--- src/rtl/pgcd_pkg.sv ---
// Constants, register map and types of the phase gate deadtime control.
// Assumes a 40 MHz pclk and a 32-bit APB register port.
package pgcd_pkg;

  // ------------------------------------------------------------------
  // Timing
  // ------------------------------------------------------------------
  localparam int CLK_NS = 25;
  localparam int STEP_NS = 50;
  localparam int DT_MAX_NS = 12000;
  localparam int RESET_MAX_NS = 77;
  localparam logic [7:0] STEP_CYC = 8'((STEP_NS + CLK_NS - 1) / CLK_NS);
  localparam logic [7:0] DT_MAX_STEPS = 8'(DT_MAX_NS / STEP_NS);

  // ------------------------------------------------------------------
  // Register offsets (byte addresses)
  // ------------------------------------------------------------------
  localparam logic [7:0] ADDR_DEADTIME = 8'h00;
  localparam logic [7:0] ADDR_CALIB = 8'h04;
  localparam logic [7:0] ADDR_MODE = 8'h08;
  localparam logic [7:0] ADDR_SIMUL = 8'h0c;
  localparam logic [7:0] ADDR_STATUS = 8'h10;
  localparam logic [7:0] ADDR_CLEAR = 8'h14;
  localparam logic [7:0] ADDR_INT_EN = 8'h18;
  localparam logic [7:0] ADDR_GATES = 8'h1c;

  // ------------------------------------------------------------------
  // Fields and reset values
  // ------------------------------------------------------------------
  localparam int MODE_FULL_ON = 0;
  localparam int MODE_DESAT = 1;
  localparam int MODE_ZERO_DT = 2;
  localparam int MODE_LOCK = 3;
  localparam int EV_SHOOT = 0;
  localparam int EV_REFUSED = 1;
  localparam int EV_DISABLE = 2;
  localparam int EV_DESAT = 3;
  localparam int EV_W = 4;
  // Arbitrary unlock key for the simultaneous conduction write
  localparam logic [15:0] SIMUL_KEY = 16'h5a3c;
  localparam logic [7:0] DEADTIME_RST = 8'h00;
  localparam logic [3:0] MODE_RST = 4'h0;
  localparam logic [3:0] INT_EN_RST = 4'h0;

  typedef enum logic [1:0] {PEND_NONE, PEND_HIGH, PEND_LOW} pgcd_pend_e;

endpackage : pgcd_pkg

--- src/rtl/pgcd_top.sv ---
// Control logic of a three-phase gate pre-driver: deadtime, interlock,
// mode locking, fault reporting, APB register port.
// Assumes all inputs synchronous to pclk; enables are also used unsynced.
//
// Notes on behaviour
// Deadtime programmable in 50 ns steps starting from zero.
// Host calibrates the step timebase by a register write.
// By default high and low drive of one phase never both on.
// With simultaneous mode on, the deadtime blanking is skipped.
// Host must write an unlock key with the simultaneous mode write.
// Simultaneous mode write is accepted once per reset, later ignored.
// Operating modes set by a write, then locked until reset; code locks only after a write with MODE_LOCK set.
// Each fault type can be masked from the interrupt.
// Status registers readable by the host.
// Leading edge of a command turns the complementary output off at once.
// Selected output turns on only after the programmed deadtime.
// Deadtime counting starts when the opposing output is commanded off.
// All drives forced off asynchronously unless both enables are high.
// High side refused until its low side was on after enable.
// High commands are active low, low commands active high.
// Reset low resets the logic asynchronously and disables outputs.
// Deadtime counter runs on a timebase, loaded on each command edge.
`timescale 1ns/1ps
module pgcd_top (
  input wire logic pclk,
  input wire logic presetn,
  input wire logic [7:0] paddr,
  input wire logic psel,
  input wire logic penable,
  input wire logic pwrite,
  input wire logic [31:0] pwdata,
  output logic [31:0] prdata,
  output logic pready,
  output logic pslverr,
  input wire logic drive_enable_a,
  input wire logic drive_enable_b,
  input wire logic [2:0] phase_high_cmd_n,
  input wire logic [2:0] phase_low_cmd,
  input wire logic desat_fault,
  output logic [2:0] gate_high,
  output logic [2:0] gate_low,
  output logic irq
);

  // ------------------------------------------------------------------
  // Declarations
  // ------------------------------------------------------------------
  logic [7:0] deadtime;
  logic [7:0] calib;
  logic [3:0] mode;
  logic simul;
  logic simul_done;
  logic [pgcd_pkg::EV_W-1:0] status;
  logic [pgcd_pkg::EV_W-1:0] int_en;
  logic [pgcd_pkg::EV_W-1:0] ev;
  logic [pgcd_pkg::EV_W-1:0] clr;
  logic desat_trip;
  logic en_prev;
  logic step_tick;
  logic gate_rst_n;
  logic drv_ok;
  logic full_on;
  logic zero_dt;
  logic [7:0] dt_load;
  logic [2:0] primed;
  logic [2:0] ev_shoot;
  logic [2:0] ev_refused;
  logic wr;
  logic setup;
  logic hit;
  logic [31:0] rdata;

  // Write access to one register
  function automatic logic wr_hit(input logic w, input logic [7:0] a, input logic [7:0] target);
    return w && a == target;
  endfunction : wr_hit

  assign full_on = mode[pgcd_pkg::MODE_FULL_ON];
  assign zero_dt = mode[pgcd_pkg::MODE_ZERO_DT];
  // async drive kill
  assign gate_rst_n = presetn & drive_enable_a & drive_enable_b;
  assign drv_ok = drive_enable_a & drive_enable_b & ~desat_trip;
  // zero deadtime option
  assign dt_load = zero_dt ? 8'h00 : deadtime;

  // ------------------------------------------------------------------
  // Timebase
  // ------------------------------------------------------------------
  // step timebase
  pgcd_timebase pgcd_timebase_i (
    .pclk(pclk),
    .presetn(presetn),
    .step_cycles(calib),
    .step_tick(step_tick)
  );

  // ------------------------------------------------------------------
  // Phase channels
  // ------------------------------------------------------------------
  for (genvar p = 0; p < 3; p++) begin : g_ph
    logic hi_on;
    logic lo_on;
    logic hi_prev;
    logic lo_prev;
    logic hi_edge;
    logic lo_edge;
    logic both;
    logic rearm_hi;
    logic rearm_lo;
    logic fire_hi;
    logic fire_lo;
    logic [7:0] cnt;
    pgcd_pkg::pgcd_pend_e pend;

    // command polarity
    assign hi_on = ~phase_high_cmd_n[p];
    assign lo_on = phase_low_cmd[p];
    // leading edges
    assign hi_edge = hi_on & ~hi_prev;
    assign lo_edge = lo_on & ~lo_prev;
    assign both = hi_edge & lo_edge;
    // Full-on mode re-arms a held command without a new edge
    assign rearm_hi = full_on & hi_on & ~lo_on & ~gate_high[p]
                      & (pend == pgcd_pkg::PEND_NONE);
    assign rearm_lo = full_on & lo_on & ~hi_on & ~gate_low[p]
                      & (pend == pgcd_pkg::PEND_NONE);
    // turn-on after deadtime
    assign fire_hi = (pend == pgcd_pkg::PEND_HIGH) & (cnt == 8'h00) & hi_on & drv_ok;
    assign fire_lo = (pend == pgcd_pkg::PEND_LOW) & (cnt == 8'h00) & lo_on & drv_ok;
    assign ev_shoot[p] = both & ~simul;
    assign ev_refused[p] = fire_hi & ~primed[p];

    always_ff @(posedge pclk or negedge presetn) begin
      if (!presetn) begin
        hi_prev <= 1'b0;
        lo_prev <= 1'b0;
      end else begin
        hi_prev <= hi_on;
        lo_prev <= lo_on;
      end
    end

    always_ff @(posedge pclk or negedge presetn) begin
      if (!presetn) begin
        pend <= pgcd_pkg::PEND_NONE;
        cnt <= 8'h00;
      end else if (!drv_ok || simul || both) begin
        pend <= pgcd_pkg::PEND_NONE;
        cnt <= 8'h00;
      end else if (hi_edge || rearm_hi) begin
        // count from opposing turn-off
        pend <= pgcd_pkg::PEND_HIGH;
        cnt <= dt_load;
      end else if (lo_edge || rearm_lo) begin
        // count from opposing turn-off
        pend <= pgcd_pkg::PEND_LOW;
        cnt <= dt_load;
      end else begin
        unique case (pend)
          pgcd_pkg::PEND_NONE: begin
            cnt <= 8'h00;
          end
          pgcd_pkg::PEND_HIGH: begin
            if (!hi_on || cnt == 8'h00) begin
              pend <= pgcd_pkg::PEND_NONE;
            end else if (step_tick) begin
              // count down per step
              cnt <= cnt - 8'h01;
            end
          end
          pgcd_pkg::PEND_LOW: begin
            if (!lo_on || cnt == 8'h00) begin
              pend <= pgcd_pkg::PEND_NONE;
            end else if (step_tick) begin
              // count down per step
              cnt <= cnt - 8'h01;
            end
          end
          default: begin
            pend <= pgcd_pkg::PEND_NONE;
          end
        endcase
      end
    end

    // bootstrap precharge flag
    always_ff @(posedge pclk or negedge presetn) begin
      if (!presetn) begin
        primed[p] <= 1'b0;
      end else if (!drive_enable_a || !drive_enable_b) begin
        primed[p] <= 1'b0;
      end else if (gate_low[p]) begin
        primed[p] <= 1'b1;
      end
    end

    // outputs cleared by reset, R13 by enables
    always_ff @(posedge pclk or negedge gate_rst_n) begin
      if (!gate_rst_n) begin
        gate_high[p] <= 1'b0;
        gate_low[p] <= 1'b0;
      end else if (!drv_ok) begin
        gate_high[p] <= 1'b0;
        gate_low[p] <= 1'b0;
      end else if (simul) begin
        // no blanking in simultaneous mode
        gate_high[p] <= hi_on & primed[p];
        gate_low[p] <= lo_on;
      end else begin
        // complementary off at once; R3 interlock
        if (!hi_on || lo_edge) begin
          gate_high[p] <= 1'b0;
        end else if (fire_hi && primed[p] && !gate_low[p]) begin
          // high side only once primed
          gate_high[p] <= 1'b1;
        end
        if (!lo_on || hi_edge) begin
          gate_low[p] <= 1'b0;
        end else if (fire_lo && !gate_high[p]) begin
          gate_low[p] <= 1'b1;
        end
      end
    end
  end

  // ------------------------------------------------------------------
  // Fault events and desaturation trip
  // ------------------------------------------------------------------
  assign ev[pgcd_pkg::EV_SHOOT] = |ev_shoot;
  assign ev[pgcd_pkg::EV_REFUSED] = |ev_refused;
  assign ev[pgcd_pkg::EV_DISABLE] = en_prev & ~(drive_enable_a & drive_enable_b);
  assign ev[pgcd_pkg::EV_DESAT] = desat_fault;

  always_ff @(posedge pclk or negedge presetn) begin
    if (!presetn) begin
      en_prev <= 1'b0;
    end else begin
      en_prev <= drive_enable_a & drive_enable_b;
    end
  end

  // Desat kills drives only when that behaviour is selected
  always_ff @(posedge pclk or negedge presetn) begin
    if (!presetn) begin
      desat_trip <= 1'b0;
    end else if (desat_fault && mode[pgcd_pkg::MODE_DESAT]) begin
      desat_trip <= 1'b1;
    end else if (clr[pgcd_pkg::EV_DESAT]) begin
      desat_trip <= 1'b0;
    end
  end

  // ------------------------------------------------------------------
  // Interrupt
  // ------------------------------------------------------------------
  always_ff @(posedge pclk or negedge presetn) begin
    if (!presetn) begin
      status <= '0;
    end else begin
      // Set wins over clear
      status <= (status & ~clr) | ev;
    end
  end

  // per-fault reporting mask
  always_ff @(posedge pclk or negedge presetn) begin
    if (!presetn) begin
      irq <= 1'b0;
    end else begin
      irq <= |(status & int_en);
    end
  end

  // ------------------------------------------------------------------
  // APB slave
  // ------------------------------------------------------------------
  assign setup = psel & ~penable;
  assign wr = psel & penable & pwrite & pready;
  assign clr = wr_hit(wr, paddr, pgcd_pkg::ADDR_CLEAR) ? pwdata[pgcd_pkg::EV_W-1:0] : '0;

  always_comb begin
    hit = 1'b1;
    rdata = 32'h0000_0000;
    unique case (paddr)
      pgcd_pkg::ADDR_DEADTIME: rdata = {24'h00_0000, deadtime};
      pgcd_pkg::ADDR_CALIB: rdata = {24'h00_0000, calib};
      pgcd_pkg::ADDR_MODE: rdata = {28'h000_0000, mode};
      pgcd_pkg::ADDR_SIMUL: rdata = {30'h0000_0000, simul_done, simul};
      // status read back
      pgcd_pkg::ADDR_STATUS: rdata = {28'h000_0000, status};
      pgcd_pkg::ADDR_CLEAR: rdata = 32'h0000_0000;
      pgcd_pkg::ADDR_INT_EN: rdata = {28'h000_0000, int_en};
      pgcd_pkg::ADDR_GATES: begin
        rdata = {21'h00_0000, desat_trip, drive_enable_a & drive_enable_b,
                 primed, gate_low, gate_high};
      end
      default: hit = 1'b0;
    endcase
  end

  always_ff @(posedge pclk or negedge presetn) begin
    if (!presetn) begin
      pready <= 1'b0;
      pslverr <= 1'b0;
      prdata <= 32'h0000_0000;
    end else begin
      pready <= setup;
      if (setup) begin
        pslverr <= ~hit;
        prdata <= pwrite ? 32'h0000_0000 : rdata;
      end
    end
  end

  // deadtime steps, clamped to range
  always_ff @(posedge pclk or negedge presetn) begin
    if (!presetn) begin
      deadtime <= pgcd_pkg::DEADTIME_RST;
    end else if (wr_hit(wr, paddr, pgcd_pkg::ADDR_DEADTIME)) begin
      deadtime <= (pwdata[7:0] > pgcd_pkg::DT_MAX_STEPS) ? pgcd_pkg::DT_MAX_STEPS
                  : pwdata[7:0];
    end
  end

  // timebase calibration
  always_ff @(posedge pclk or negedge presetn) begin
    if (!presetn) begin
      calib <= pgcd_pkg::STEP_CYC;
    end else if (wr_hit(wr, paddr, pgcd_pkg::ADDR_CALIB)) begin
      calib <= pwdata[7:0];
    end
  end

  // mode write then lock
  always_ff @(posedge pclk or negedge presetn) begin
    if (!presetn) begin
      mode <= pgcd_pkg::MODE_RST;
    end else if (wr_hit(wr, paddr, pgcd_pkg::ADDR_MODE) && !mode[pgcd_pkg::MODE_LOCK]) begin
      mode <= pwdata[3:0];
    end
  end

  // keyed write; R6 once per reset
  always_ff @(posedge pclk or negedge presetn) begin
    if (!presetn) begin
      simul <= 1'b0;
      simul_done <= 1'b0;
    end else if (wr_hit(wr, paddr, pgcd_pkg::ADDR_SIMUL) && !simul_done
                 && pwdata[31:16] == pgcd_pkg::SIMUL_KEY) begin
      simul <= pwdata[0];
      simul_done <= 1'b1;
    end
  end

  // reporting enables
  always_ff @(posedge pclk or negedge presetn) begin
    if (!presetn) begin
      int_en <= pgcd_pkg::INT_EN_RST;
    end else if (wr_hit(wr, paddr, pgcd_pkg::ADDR_INT_EN)) begin
      int_en <= pwdata[pgcd_pkg::EV_W-1:0];
    end
  end

endmodule : pgcd_top

--- src/rtl/pgcd_timebase.sv ---
// Deadtime step timebase: one tick every step_cycles clocks.
// Assumes step_cycles is set by software calibration; 0 acts as 1.
`timescale 1ns/1ps
module pgcd_timebase (
  input wire logic pclk,
  input wire logic presetn,
  input wire logic [7:0] step_cycles,
  output logic step_tick
);

  logic [7:0] cnt;

  // ------------------------------------------------------------------
  // Prescaler
  // ------------------------------------------------------------------
  always_ff @(posedge pclk or negedge presetn) begin
    if (!presetn) begin
      cnt <= 8'h00;
      step_tick <= 1'b0;
    end else if ({1'b0, cnt} + 9'h001 >= {1'b0, step_cycles}) begin
      cnt <= 8'h00;
      step_tick <= 1'b1;
    end else begin
      cnt <= cnt + 8'h01;
      step_tick <= 1'b0;
    end
  end

endmodule : pgcd_timebase

--- config.mk ---
export PLATFORM = sky130hd
export DESIGN_NAME = pgcd_top
export DESIGN_NICKNAME = d
export VERILOG_FILES = /design/src/rtl/pgcd_pkg.sv /design/src/rtl/pgcd_top.sv /design/src/rtl/pgcd_timebase.sv
export SDC_FILE = /design/constraint.sdc
export NUM_CORES = 1
export LEC_CHECK = 0
export BUFFER_PORTS_ARGS = -buffer_cell sky130_fd_sc_hd__buf_2
export CAP_MARGIN = 0
export CORE_MARGIN = 2
export CORE_UTILIZATION = 52
export DETAILED_ROUTE_END_ITERATION = 10
export HOLD_SLACK_MARGIN = 0.02
export PLACE_DENSITY = 0.79
export SLEW_MARGIN = 20
export SYNTH_ARGS = -nofsm -noshare
export SYNTH_HDL_FRONTEND = slang
export SYNTH_HIERARCHICAL = 1
export SYNTH_SLANG_ARGS = --single-unit
--- constraint.sdc ---
create_clock -name pclk -period 2.1 [get_ports pclk]
set_input_delay 0.315 -clock pclk [delete_from_list [all_inputs] [get_ports pclk]]
set_output_delay 0.315 -clock pclk [all_outputs]
set_load 0.02 [all_outputs]
==> tab_implementation.tex, run 1 <==
\begin{tabular}{lr}
\hline
Metric & Value \\
\hline
\multicolumn{2}{l}{\textbf{GRT}} \\
Via count of the first global-routing pass & between 5,000 and 6,000 \\
Global routing usage summed across all routing layers & about 28\% \\
Number of antenna violations at the first check in global routing & 0 \\
Maximum number of pins on one net before global-route repair & 32 \\
Global-route wire length before repair & 27.9 mm \\
Remaining Overflow, GRT & 0 \\
\multicolumn{2}{l}{\textbf{Critical path}} \\
Minimum setup slack among reg-to-reg paths & -0.11 ns \\
Critical Path Start Type & flop \\
Classification of the worst setup path & flop to flop \\
CP top delay family & compound AO/OA/AOI/OAI gates \\
Cell Chain, Critical Path & ha\_2 -> nand2\_2 -> nor2\_4 -> xor2\_1 -> ha\_1 -> a21o\_1 -> a21o\_1 -> a31o\_4 -> or2\_1 \\
Buf+Inv Stages, Crit Path & 0 \\
Slowest library cell on the worst path & dfrtp\_1 \\
Maximum cell stage delay along the critical path & between 0.3 and 0.4 ns \\
Worst path most repeated cell & a21o\_1 \\
Highest net fanout along the worst path & 8 \\
Crit path arrival time & around 2.4 ns \\
Required @ worst endpoint & between 2 and 2.5 ns \\
Endpoint class of the critical path & flop \\
\multicolumn{2}{l}{\textbf{Routing}} \\
Post-Route WL & approximately 18 mm \\
Detailed-route DRC error count & 0 \\
Uppermost signal routing layer after detailed routing & met4 \\
Vias per cell & 6.24 \\
Metal2 WL & slightly below 9 mm \\
Routed metal-1 wire length & between 7 and 8 mm \\
Initial DRC Count & around 450 \\
Total via count in the routed design & 5,661 \\
First-pass iteration count of the detailed router & 7 \\
Length of routed met3 wiring & $\sim$1.1 mm \\
Routed wire per std cell & $\sim$19 um \\
Number of routed nets with antenna violations & 0 \\
\multicolumn{2}{l}{\textbf{Finish}} \\
Fraction of final layout cells sized beyond drive strength 1 & between 20\% and 30\% \\
Net total in the final layout & around 840 \\
Sequential cell area & 2500 um\^{}2 \\
Count of antenna diodes in the layout & 0 \\
Layout area overhead & 21.8\% \\
Footprint of the multi-input gates & about 3500 um\^{}2 \\
Fill cells & 890 \\
Summed area of non-filler cells in the final layout & about 7400 um\^{}2 \\
\multicolumn{2}{l}{\textbf{Pwr}} \\
Leakage power summed over all cells & 3.43 nW \\
PwrDens & between 600 and 700 nW/um\^{}2 \\
Total Power & 0.00475 W \\
Maximum VDD drop & 714 uV \\
\multicolumn{2}{l}{\textbf{STA}} \\
Final Slew Violations & 0 \\
Actual slew at the worst max-slew pin & around 0.71 ns \\
Final Cycle Share & 105\% \\
Worst Setup Slack, final & -0.107 ns \\
Min Clock Period, post-route & roughly 2.2 ns \\
Final Skew & 0.00884 ns \\
Number of hold violations in the final report & 0 \\
RSZ-0062 raised after global routing & yes \\
Slew HR & 52.4\% \\
Peak Freq & roughly 450 MHz \\
Final setup viols & 7 \\
\multicolumn{2}{l}{\textbf{Clocking}} \\
Root buffer selected by CTS & clkbuf\_16 \\
Clock-pin slew on the worst setup and hold paths & 0.07 ns \\
Total number of H-tree levels & 3 \\
Clock latency at the later pin of the worst-skew pair & about 0.36 ns \\
Clock sink count & 100 \\
Maximum number of buffers from clock root to sink & 2 \\
TritonCTS buffer count & 9 \\
Clock tree from TritonCTS & yes \\
\multicolumn{2}{l}{\textbf{Synth}} \\
Share of synthesized area occupied by flip-flops and latches & between 40\% and 50\% \\
Post-synthesis cell type count & 77 \\
Count of synthesis-stage warnings from yosys & 6 \\
Number of enable flip-flop cells after synthesis & 0 \\
Summed instance area of the synthesized netlist & slightly above 6000 um\^{}2 \\
Synthesis-stage register bit count & 100 \\
Syn Inst Count & between 600 and 700 \\
Share of async-settable or async-resettable flops after synthesis & between 90\% and 100\% \\
Post-Syn Area per Cell & between 9 and 10 um\^{}2 \\
Commonest register cell after synthesis & dfrtp\_1 \\
\multicolumn{2}{l}{\textbf{Placement}} \\
Dpl cell area & around 6800 um\^{}2 \\
Port-buffer cells & 65 \\
Routability congestion estimate & roughly 0.92 \\
HPWL after DPL & about 13 mm \\
\multicolumn{2}{l}{\textbf{Flow run}} \\
Max-capacitance violation count & 0 \\
\multicolumn{2}{l}{\textbf{Run status}} \\
Run status & finished, violations left \\
Violations in the final reports & negative setup slack \\
\multicolumn{2}{l}{\textbf{Floorplan}} \\
Starting Density & a little over half \\
Vertical die dimension & 112 um \\
Core region area & around 11,000 um\^{}2 \\
Die width & $\sim$110 um \\
Area enclosed by the die boundary & $\sim$13,000 um\^{}2 \\
Number of top-level design ports & between 90 and 100 \\
Row count & 39 \\
\multicolumn{2}{l}{\textbf{Worst hold path}} \\
Class of the most critical hold timing path & input port to flop \\
\hline
\end{tabular}
synthesized netlist by cell type (all sizes together) (10+ instances only):
| library cell | n | area [um^2] |
|---|---|---|
| a21oi | 38 | 190 |
| a22oi | 11 | 82.6 |
| a31oi | 13 | 81.3 |
| buf | 24 | 184 |
| clkbuf | 14 | 52.6 |
| dfrtp | 99 | 2480 |
| ha | 24 | 300 |
| inv | 37 | 139 |
| mux2 | 24 | 278 |
| mux2i | 12 | 120 |
| nand2 | 43 | 161 |
| nand3 | 15 | 80.1 |
| nor2 | 43 | 164 |
| nor2b | 10 | 62.6 |
| nor3 | 25 | 135 |
| nor3b | 11 | 92.6 |
| nor4 | 11 | 83.8 |
| o21ai | 43 | 215 |
through the flow:
stage,cells,utilization (%),setup TNS [ns],setup slack (ns),hold slack [ns]
2_1_floorplan,658,-,0,0.00556,0.0194
3_3_place_gp,877,59.6,0,0.00911,0.271
3_5_place_dp,877,59.6,-0.520,-0.0785,0.273
4_1_cts,900,63.3,-0.0549,-0.0483,0.137
5_1_grt,907,65.0,-1.13,-0.184,0.145
6_report,907,65.0,-0.297,-0.107,0.146
placed cells by master (no fill, tap or decap), types with 5 or more instances in the layout:
master     instances
or3_1              6
dfrtp_1           98
nor4_1             9
nand2b_1           7
a31oi_1           13
nand4_1            7
nor4b_1            5
buf_4             60
xor2_1             5
clkbuf_16          9
nor3_1            21
nor3b_2            6
o31ai_1            7
a22oi_1           11
nand4b_1           6
conb_1            21
mux2_2            22
a21oi_1           37
nor2_1            39
nor2b_1           10
inv_1             35
xnor2_1            8
a22o_1             7
ha_1              20
nand3_1           13
mux2i_1           12
o21ai_0           43
buf_2             64
nand2_1           42
logic make-up (layout without fill, tap and decap cells):
group                      count (synthesis)  in the layout  share of synthesized area [%]
and+or+nand+nor                          215            215                           20.1
buffers and inverters                     75            180                           6.16
adders and majority gates                 24             24                           4.93
other                                      1             21                         0.0616
DFF                                      100            100                           41.1
muxes                                     37             37                           6.90
AOI/OAI and AO/OA                        172            173                           18.7
xor gates and xnor gates                  14             14                           2.01
cell type report:
| type | count | share of cell area (%) |
|---|---|---|
| inverters | 37 | 1.87 |
| clock buffers | 9 | 3.04 |
| repair buffers | 127 | 10.8 |
| multi-input cells | 484 | 47.0 |
| well taps | 143 | 2.41 |
| flip-flops and latches | 100 | 33.8 |
| clock inverters | 7 | 1.13 |
final timing paths:
kind / end / cells past startpoint / from
max: pgcd_timebase_i/step_tick$_DFF_PN0_ / 9 / pgcd_timebase_i/cnt[1]$_DFF_PN0_
min: g_ph[1].lo_prev$_DFF_PN0_ / 1 / phase_low_cmd[1]
max reg2reg: pgcd_timebase_i/step_tick$_DFF_PN0_ / 9 / pgcd_timebase_i/cnt[1]$_DFF_PN0_
min reg2reg: prdata[2]$_DFFE_PN0P_ / 2 / prdata[2]$_DFFE_PN0P_
max in group asynchronous: gate_high[2]$_DFFE_PN0P_ / 4 / presetn
min in group asynchronous: g_ph[2].cnt[2]$_DFFE_PN0P_ / 2 / presetn
flip-flops by register name, indices dropped and copies added, names as in the netlist:
signal	cells
deadtime	8
simul_done	1
mode	4
gate_high	3
pgcd_timebase_i/step_tick	1
prdata	11
desat_trip	1
simul	1
status	4
g_ph.pend	6
pready	1
pgcd_timebase_i/cnt	8
irq	1
g_ph.hi_prev	3
gate_low	3
pslverr	1
g_ph.lo_prev	3
en_prev	1
primed	3
int_en	4
calib	8
g_ph.cnt	24
where the power goes:
group	internal [W]	switching [W]	total (W)
clock	0.000946	0.000797	0.00174
combinational	0.000388	0.000565	0.000953
sequential	0.00199	0.0000703	0.00206
total	0.00332	0.00143	0.00475
metal layers:
layer	GRT usage [%]	vias up
met3	5.02	48
met4	10.2	0
met2	46.4	256
met5	0	-
li1	-	2566
met1	36.0	2791
worst register-to-register path: stages, from the launching register on:
cell and delay, ns:
dfrtp_1 0.39, ha_2 0.21, nand2_2 0.07, nor2_4 0.11, xor2_1 0.18, ha_1 0.28, a21o_1 0.17, a21o_1 0.18
a31o_4 0.27, or2_1 0.22
what timing repair did:
item / in CTS / in global routing
resized for setup: 11 / 33
endpoints found under the hold margin: 33 / 0
buffers inserted: 4 / 6
setup endpoints to repair: 18 / 31
cloned: 0 / 1
pin swaps: 7 / 12
hold buffers: 3 / 0
Note: power is estimated with default switching activity, not from simulation.
==> inputs of run 2 (changes only) <==
Settings changed: CORE_UTILIZATION 52 to 54, CTS_BUF_LIST from default to sky130_fd_sc_hd__clkbuf_8, PLACE_DENSITY 0.79 to 0.82.
==> run 2 against run 1 <==
Against the previous run: the flow still finishes with violations (negative setup slack); sequential power about the same; power decreased by 10%; cell count decreased by 0.77%; clock-buffer cell count unchanged; non-clock buffer count decreased by 3; final area decreased by 1.2%; die area decreased by 3.6%; highest routed layer unchanged; register-to-register slack about the same; hold slack got worse by 0.029 ns; core utilization increased by 2.1 points; first-iteration DRC count increased by 49%.
==> tab_implementation.tex, run 2 (synthesis results as in run 1) <==
\begin{tabular}{lr}
\hline
Metric & Value \\
\hline
\multicolumn{2}{l}{\textbf{Run status}} \\
Run status & finished, violations left \\
Violations in the final reports & negative setup slack \\
\multicolumn{2}{l}{\textbf{Critical path}} \\
Required @ worst endpoint & 2.38 ns \\
Endpoint class of the critical path & flop \\
Buf+Inv Stages, Crit Path & 2 \\
Worst path most repeated cell & buf\_4 \\
Cell Chain, Critical Path & buf\_4 -> buf\_4 -> nand2\_2 -> nor3\_2 -> xor2\_1 -> ha\_1 -> a21o\_1 -> a31o\_4 -> or2\_1 \\
Slowest library cell on the worst path & dfrtp\_1 \\
Maximum cell stage delay along the critical path & just over 0.4 ns \\
Critical Path Start Type & flop \\
Crit path arrival time & 2.50 ns \\
Highest net fanout along the worst path & 8 \\
Classification of the worst setup path & flop to flop \\
CP top delay family & compound AO/OA/AOI/OAI gates \\
\multicolumn{2}{l}{\textbf{Routing}} \\
Detailed-route DRC error count & 0 \\
Post-Route WL & approximately 18 mm \\
Routed wire per std cell & between 20 and 25 um \\
Vias per cell & around 6.4 \\
Total via count in the routed design & 5,790 \\
Number of routed nets with antenna violations & 0 \\
Initial DRC Count & roughly 670 \\
First-pass iteration count of the detailed router & 5 \\
\multicolumn{2}{l}{\textbf{Clocking}} \\
Clock latency at the later pin of the worst-skew pair & slightly below 0.4 ns \\
TritonCTS buffer count & 9 \\
Total number of H-tree levels & 3 \\
Maximum number of buffers from clock root to sink & 2 \\
Root buffer selected by CTS & clkbuf\_8 \\
Clock-pin slew on the worst setup and hold paths & 0.10 ns \\
Clock tree from TritonCTS & yes \\
Clock sink count & 100 \\
\multicolumn{2}{l}{\textbf{Pwr}} \\
Leakage power summed over all cells & about 3.4 nW \\
Switching power & approximately 0.0014 W \\
Cell-internal power & around 0.0028 W \\
PwrDens & 584 nW/um\^{}2 \\
Switching share of power & 33.5\% \\
Sequential cell fraction of total power & between 40 and 50\% \\
Clock network power share & between 20\% and 30\% \\
Logic gate share of total power & 22.5\% \\
Maximum VDD drop & roughly 640 uV \\
\multicolumn{2}{l}{\textbf{GRT}} \\
Global routing usage summed across all routing layers & between 30\% and 40\% \\
Number of antenna violations at the first check in global routing & 0 \\
Via count of the first global-routing pass & 5,716 \\
Remaining Overflow, GRT & 0 \\
Maximum number of pins on one net before global-route repair & between 40 and 50 \\
Global-route wire length before repair & between 20 and 30 mm \\
\multicolumn{2}{l}{\textbf{Finish}} \\
Commonest non-fill, non-tap cells in the layout & dfrtp\_1 (96), buf\_2 (64), buf\_4 (55) \\
Count of antenna diodes in the layout & 0 \\
Register with the highest flop count & g\_ph.cnt \\
Registers with the most flip-flops & g\_ph.cnt x24, prdata x11 \\
Fraction of final layout cells sized beyond drive strength 1 & between 20 and 30\% \\
Layout area overhead & 20.4\% \\
Net total in the final layout & about 830 \\
Max FFs per register & 24 \\
Summed area of non-filler cells in the final layout & about 7300 um\^{}2 \\
Most common cell after layout, fill and taps aside & dfrtp\_1 \\
Non-Filler Instances & 900 \\
\multicolumn{2}{l}{\textbf{Floorplan}} \\
Number of top-level design ports & 95 \\
Vertical die dimension & 110 um \\
Row count & 38 \\
Area enclosed by the die boundary & between 10,000 and 15,000 um\^{}2 \\
Starting Density & between 50 and 60\% \\
Die width & 110 um \\
Core region area & 10,900 um\^{}2 \\
\multicolumn{2}{l}{\textbf{STA}} \\
Final worst hold slack & between 0.1 and 0.15 ns \\
Peak Freq & 451 MHz \\
Final Slew Violations & 0 \\
Final setup viols & 8 \\
Final Cycle Share & 106\% \\
Number of hold violations in the final report & 0 \\
RSZ-0062 raised after global routing & yes \\
Actual slew at the worst max-slew pin & 0.649 ns \\
Final Skew & 0.0164 ns \\
Slew HR & a little under three fifths \\
Min Clock Period, post-route & 2.22 ns \\
Worst Setup Slack, final & -0.120 ns \\
\multicolumn{2}{l}{\textbf{Placement}} \\
Routability congestion estimate & 0.946 \\
Dpl cell area & around 6800 um\^{}2 \\
Dpl ws & -0.112 ns \\
HPWL after DPL & about 13 mm \\
Placed instance count & 870 \\
Port-buffer cells & 65 \\
\multicolumn{2}{l}{\textbf{Worst hold path}} \\
Class of the most critical hold timing path & input port to flop \\
\multicolumn{2}{l}{\textbf{Flow run}} \\
Max-capacitance violation count & 0 \\
\hline
\end{tabular}
==> run 2: path summary, 6_finish.rpt <==
check | startpoint | to | slack (ns) | depth (start not counted)
worst max-delay path | pgcd_timebase_i/cnt[1]$_DFF_PN0_ | pgcd_timebase_i/step_tick$_DFF_PN0_ | -0.12 | 9
worst min-delay path | phase_low_cmd[0] | g_ph[0].lo_prev$_DFF_PN0_ | 0.12 | 1
worst max register to register | pgcd_timebase_i/cnt[1]$_DFF_PN0_ | pgcd_timebase_i/step_tick$_DFF_PN0_ | -0.12 | 9
worst min register to register | prdata[2]$_DFFE_PN0P_ | prdata[2]$_DFFE_PN0P_ | 0.49 | 2
max in group asynchronous | presetn | gate_high[1]$_DFFE_PN0P_ | 0.40 | 4
min in group asynchronous | presetn | prdata[10]$_DFFE_PN0P_ | 0.41 | 2
==> run 2: per-stage QoR <==
step	TNS (ns)	power, W	utilization, %
2_1_floorplan	0	0.00262	-
3_3_place_gp	0	0.00289	62.0
3_5_place_dp	-0.706	0.00292	62.0
4_1_cts	-0.0436	0.00423	65.5
5_1_grt	-1.29	0.00445	67.0
6_report	-0.483	0.00428	67.0
==> run 2: what timing repair did <==
action                                  in CTS  in global routing
gates resized for setup                     24                 30
buffers inserted                             6                  5
gates cloned                                 0                  0
endpoints found under the setup margin      18                 38
pin swaps                                    9                 17
hold buffers                                 3                  0
hold endpoints to repair                    37                  0
==> run 2: layout make-up <==
class	instances	area [um^2]
clock inverters	7	73.8
flip-flops and latches	100	2510
fillers	797	3610
inverters	37	139
multi-input cells	483	3520
clock buffers	9	124
repair buffers	124	795
well taps	140	175
==> run 2: metal layers <==
metal	wire length [um]	track usage (%)	vias to the layer above	part of all wire (%)
met1	7050	37.2	2843	39
met2	8950	51.5	314	50
met4	675	12.7	0	3.7
li1	-	-	2561	-
met3	1380	7.11	72	7.7
met5	0	0	-	0
==> run 2: power groups by stage <==
| stage | logic (W) | registers (W) | clock network (W) |
|---|---|---|---|
| final | 0.000961 | 0.00206 | 0.00126 |
| after global routing | 0.00104 | 0.00206 | 0.00134 |
| after CTS | 0.000897 | 0.00205 | 0.00128 |
| after detailed placement | 0.000839 | 0.00209 | 0 |
| after global placement | 0.000804 | 0.00208 | 0 |
| after floorplan | 0.000550 | 0.00207 | 0 |
==> run 2: worst register-to-register path: cells and delay by family (launching register included) <==
kind | cells | cell delay (ns)
xor gates and xnor gates | 1 | 0.26
and+or+nand+nor | 3 | 0.43
DFF | 1 | 0.41
adders and majority gates | 1 | 0.31
buffers and inverters | 2 | 0.24
AOI/OAI and AO/OA | 2 | 0.46
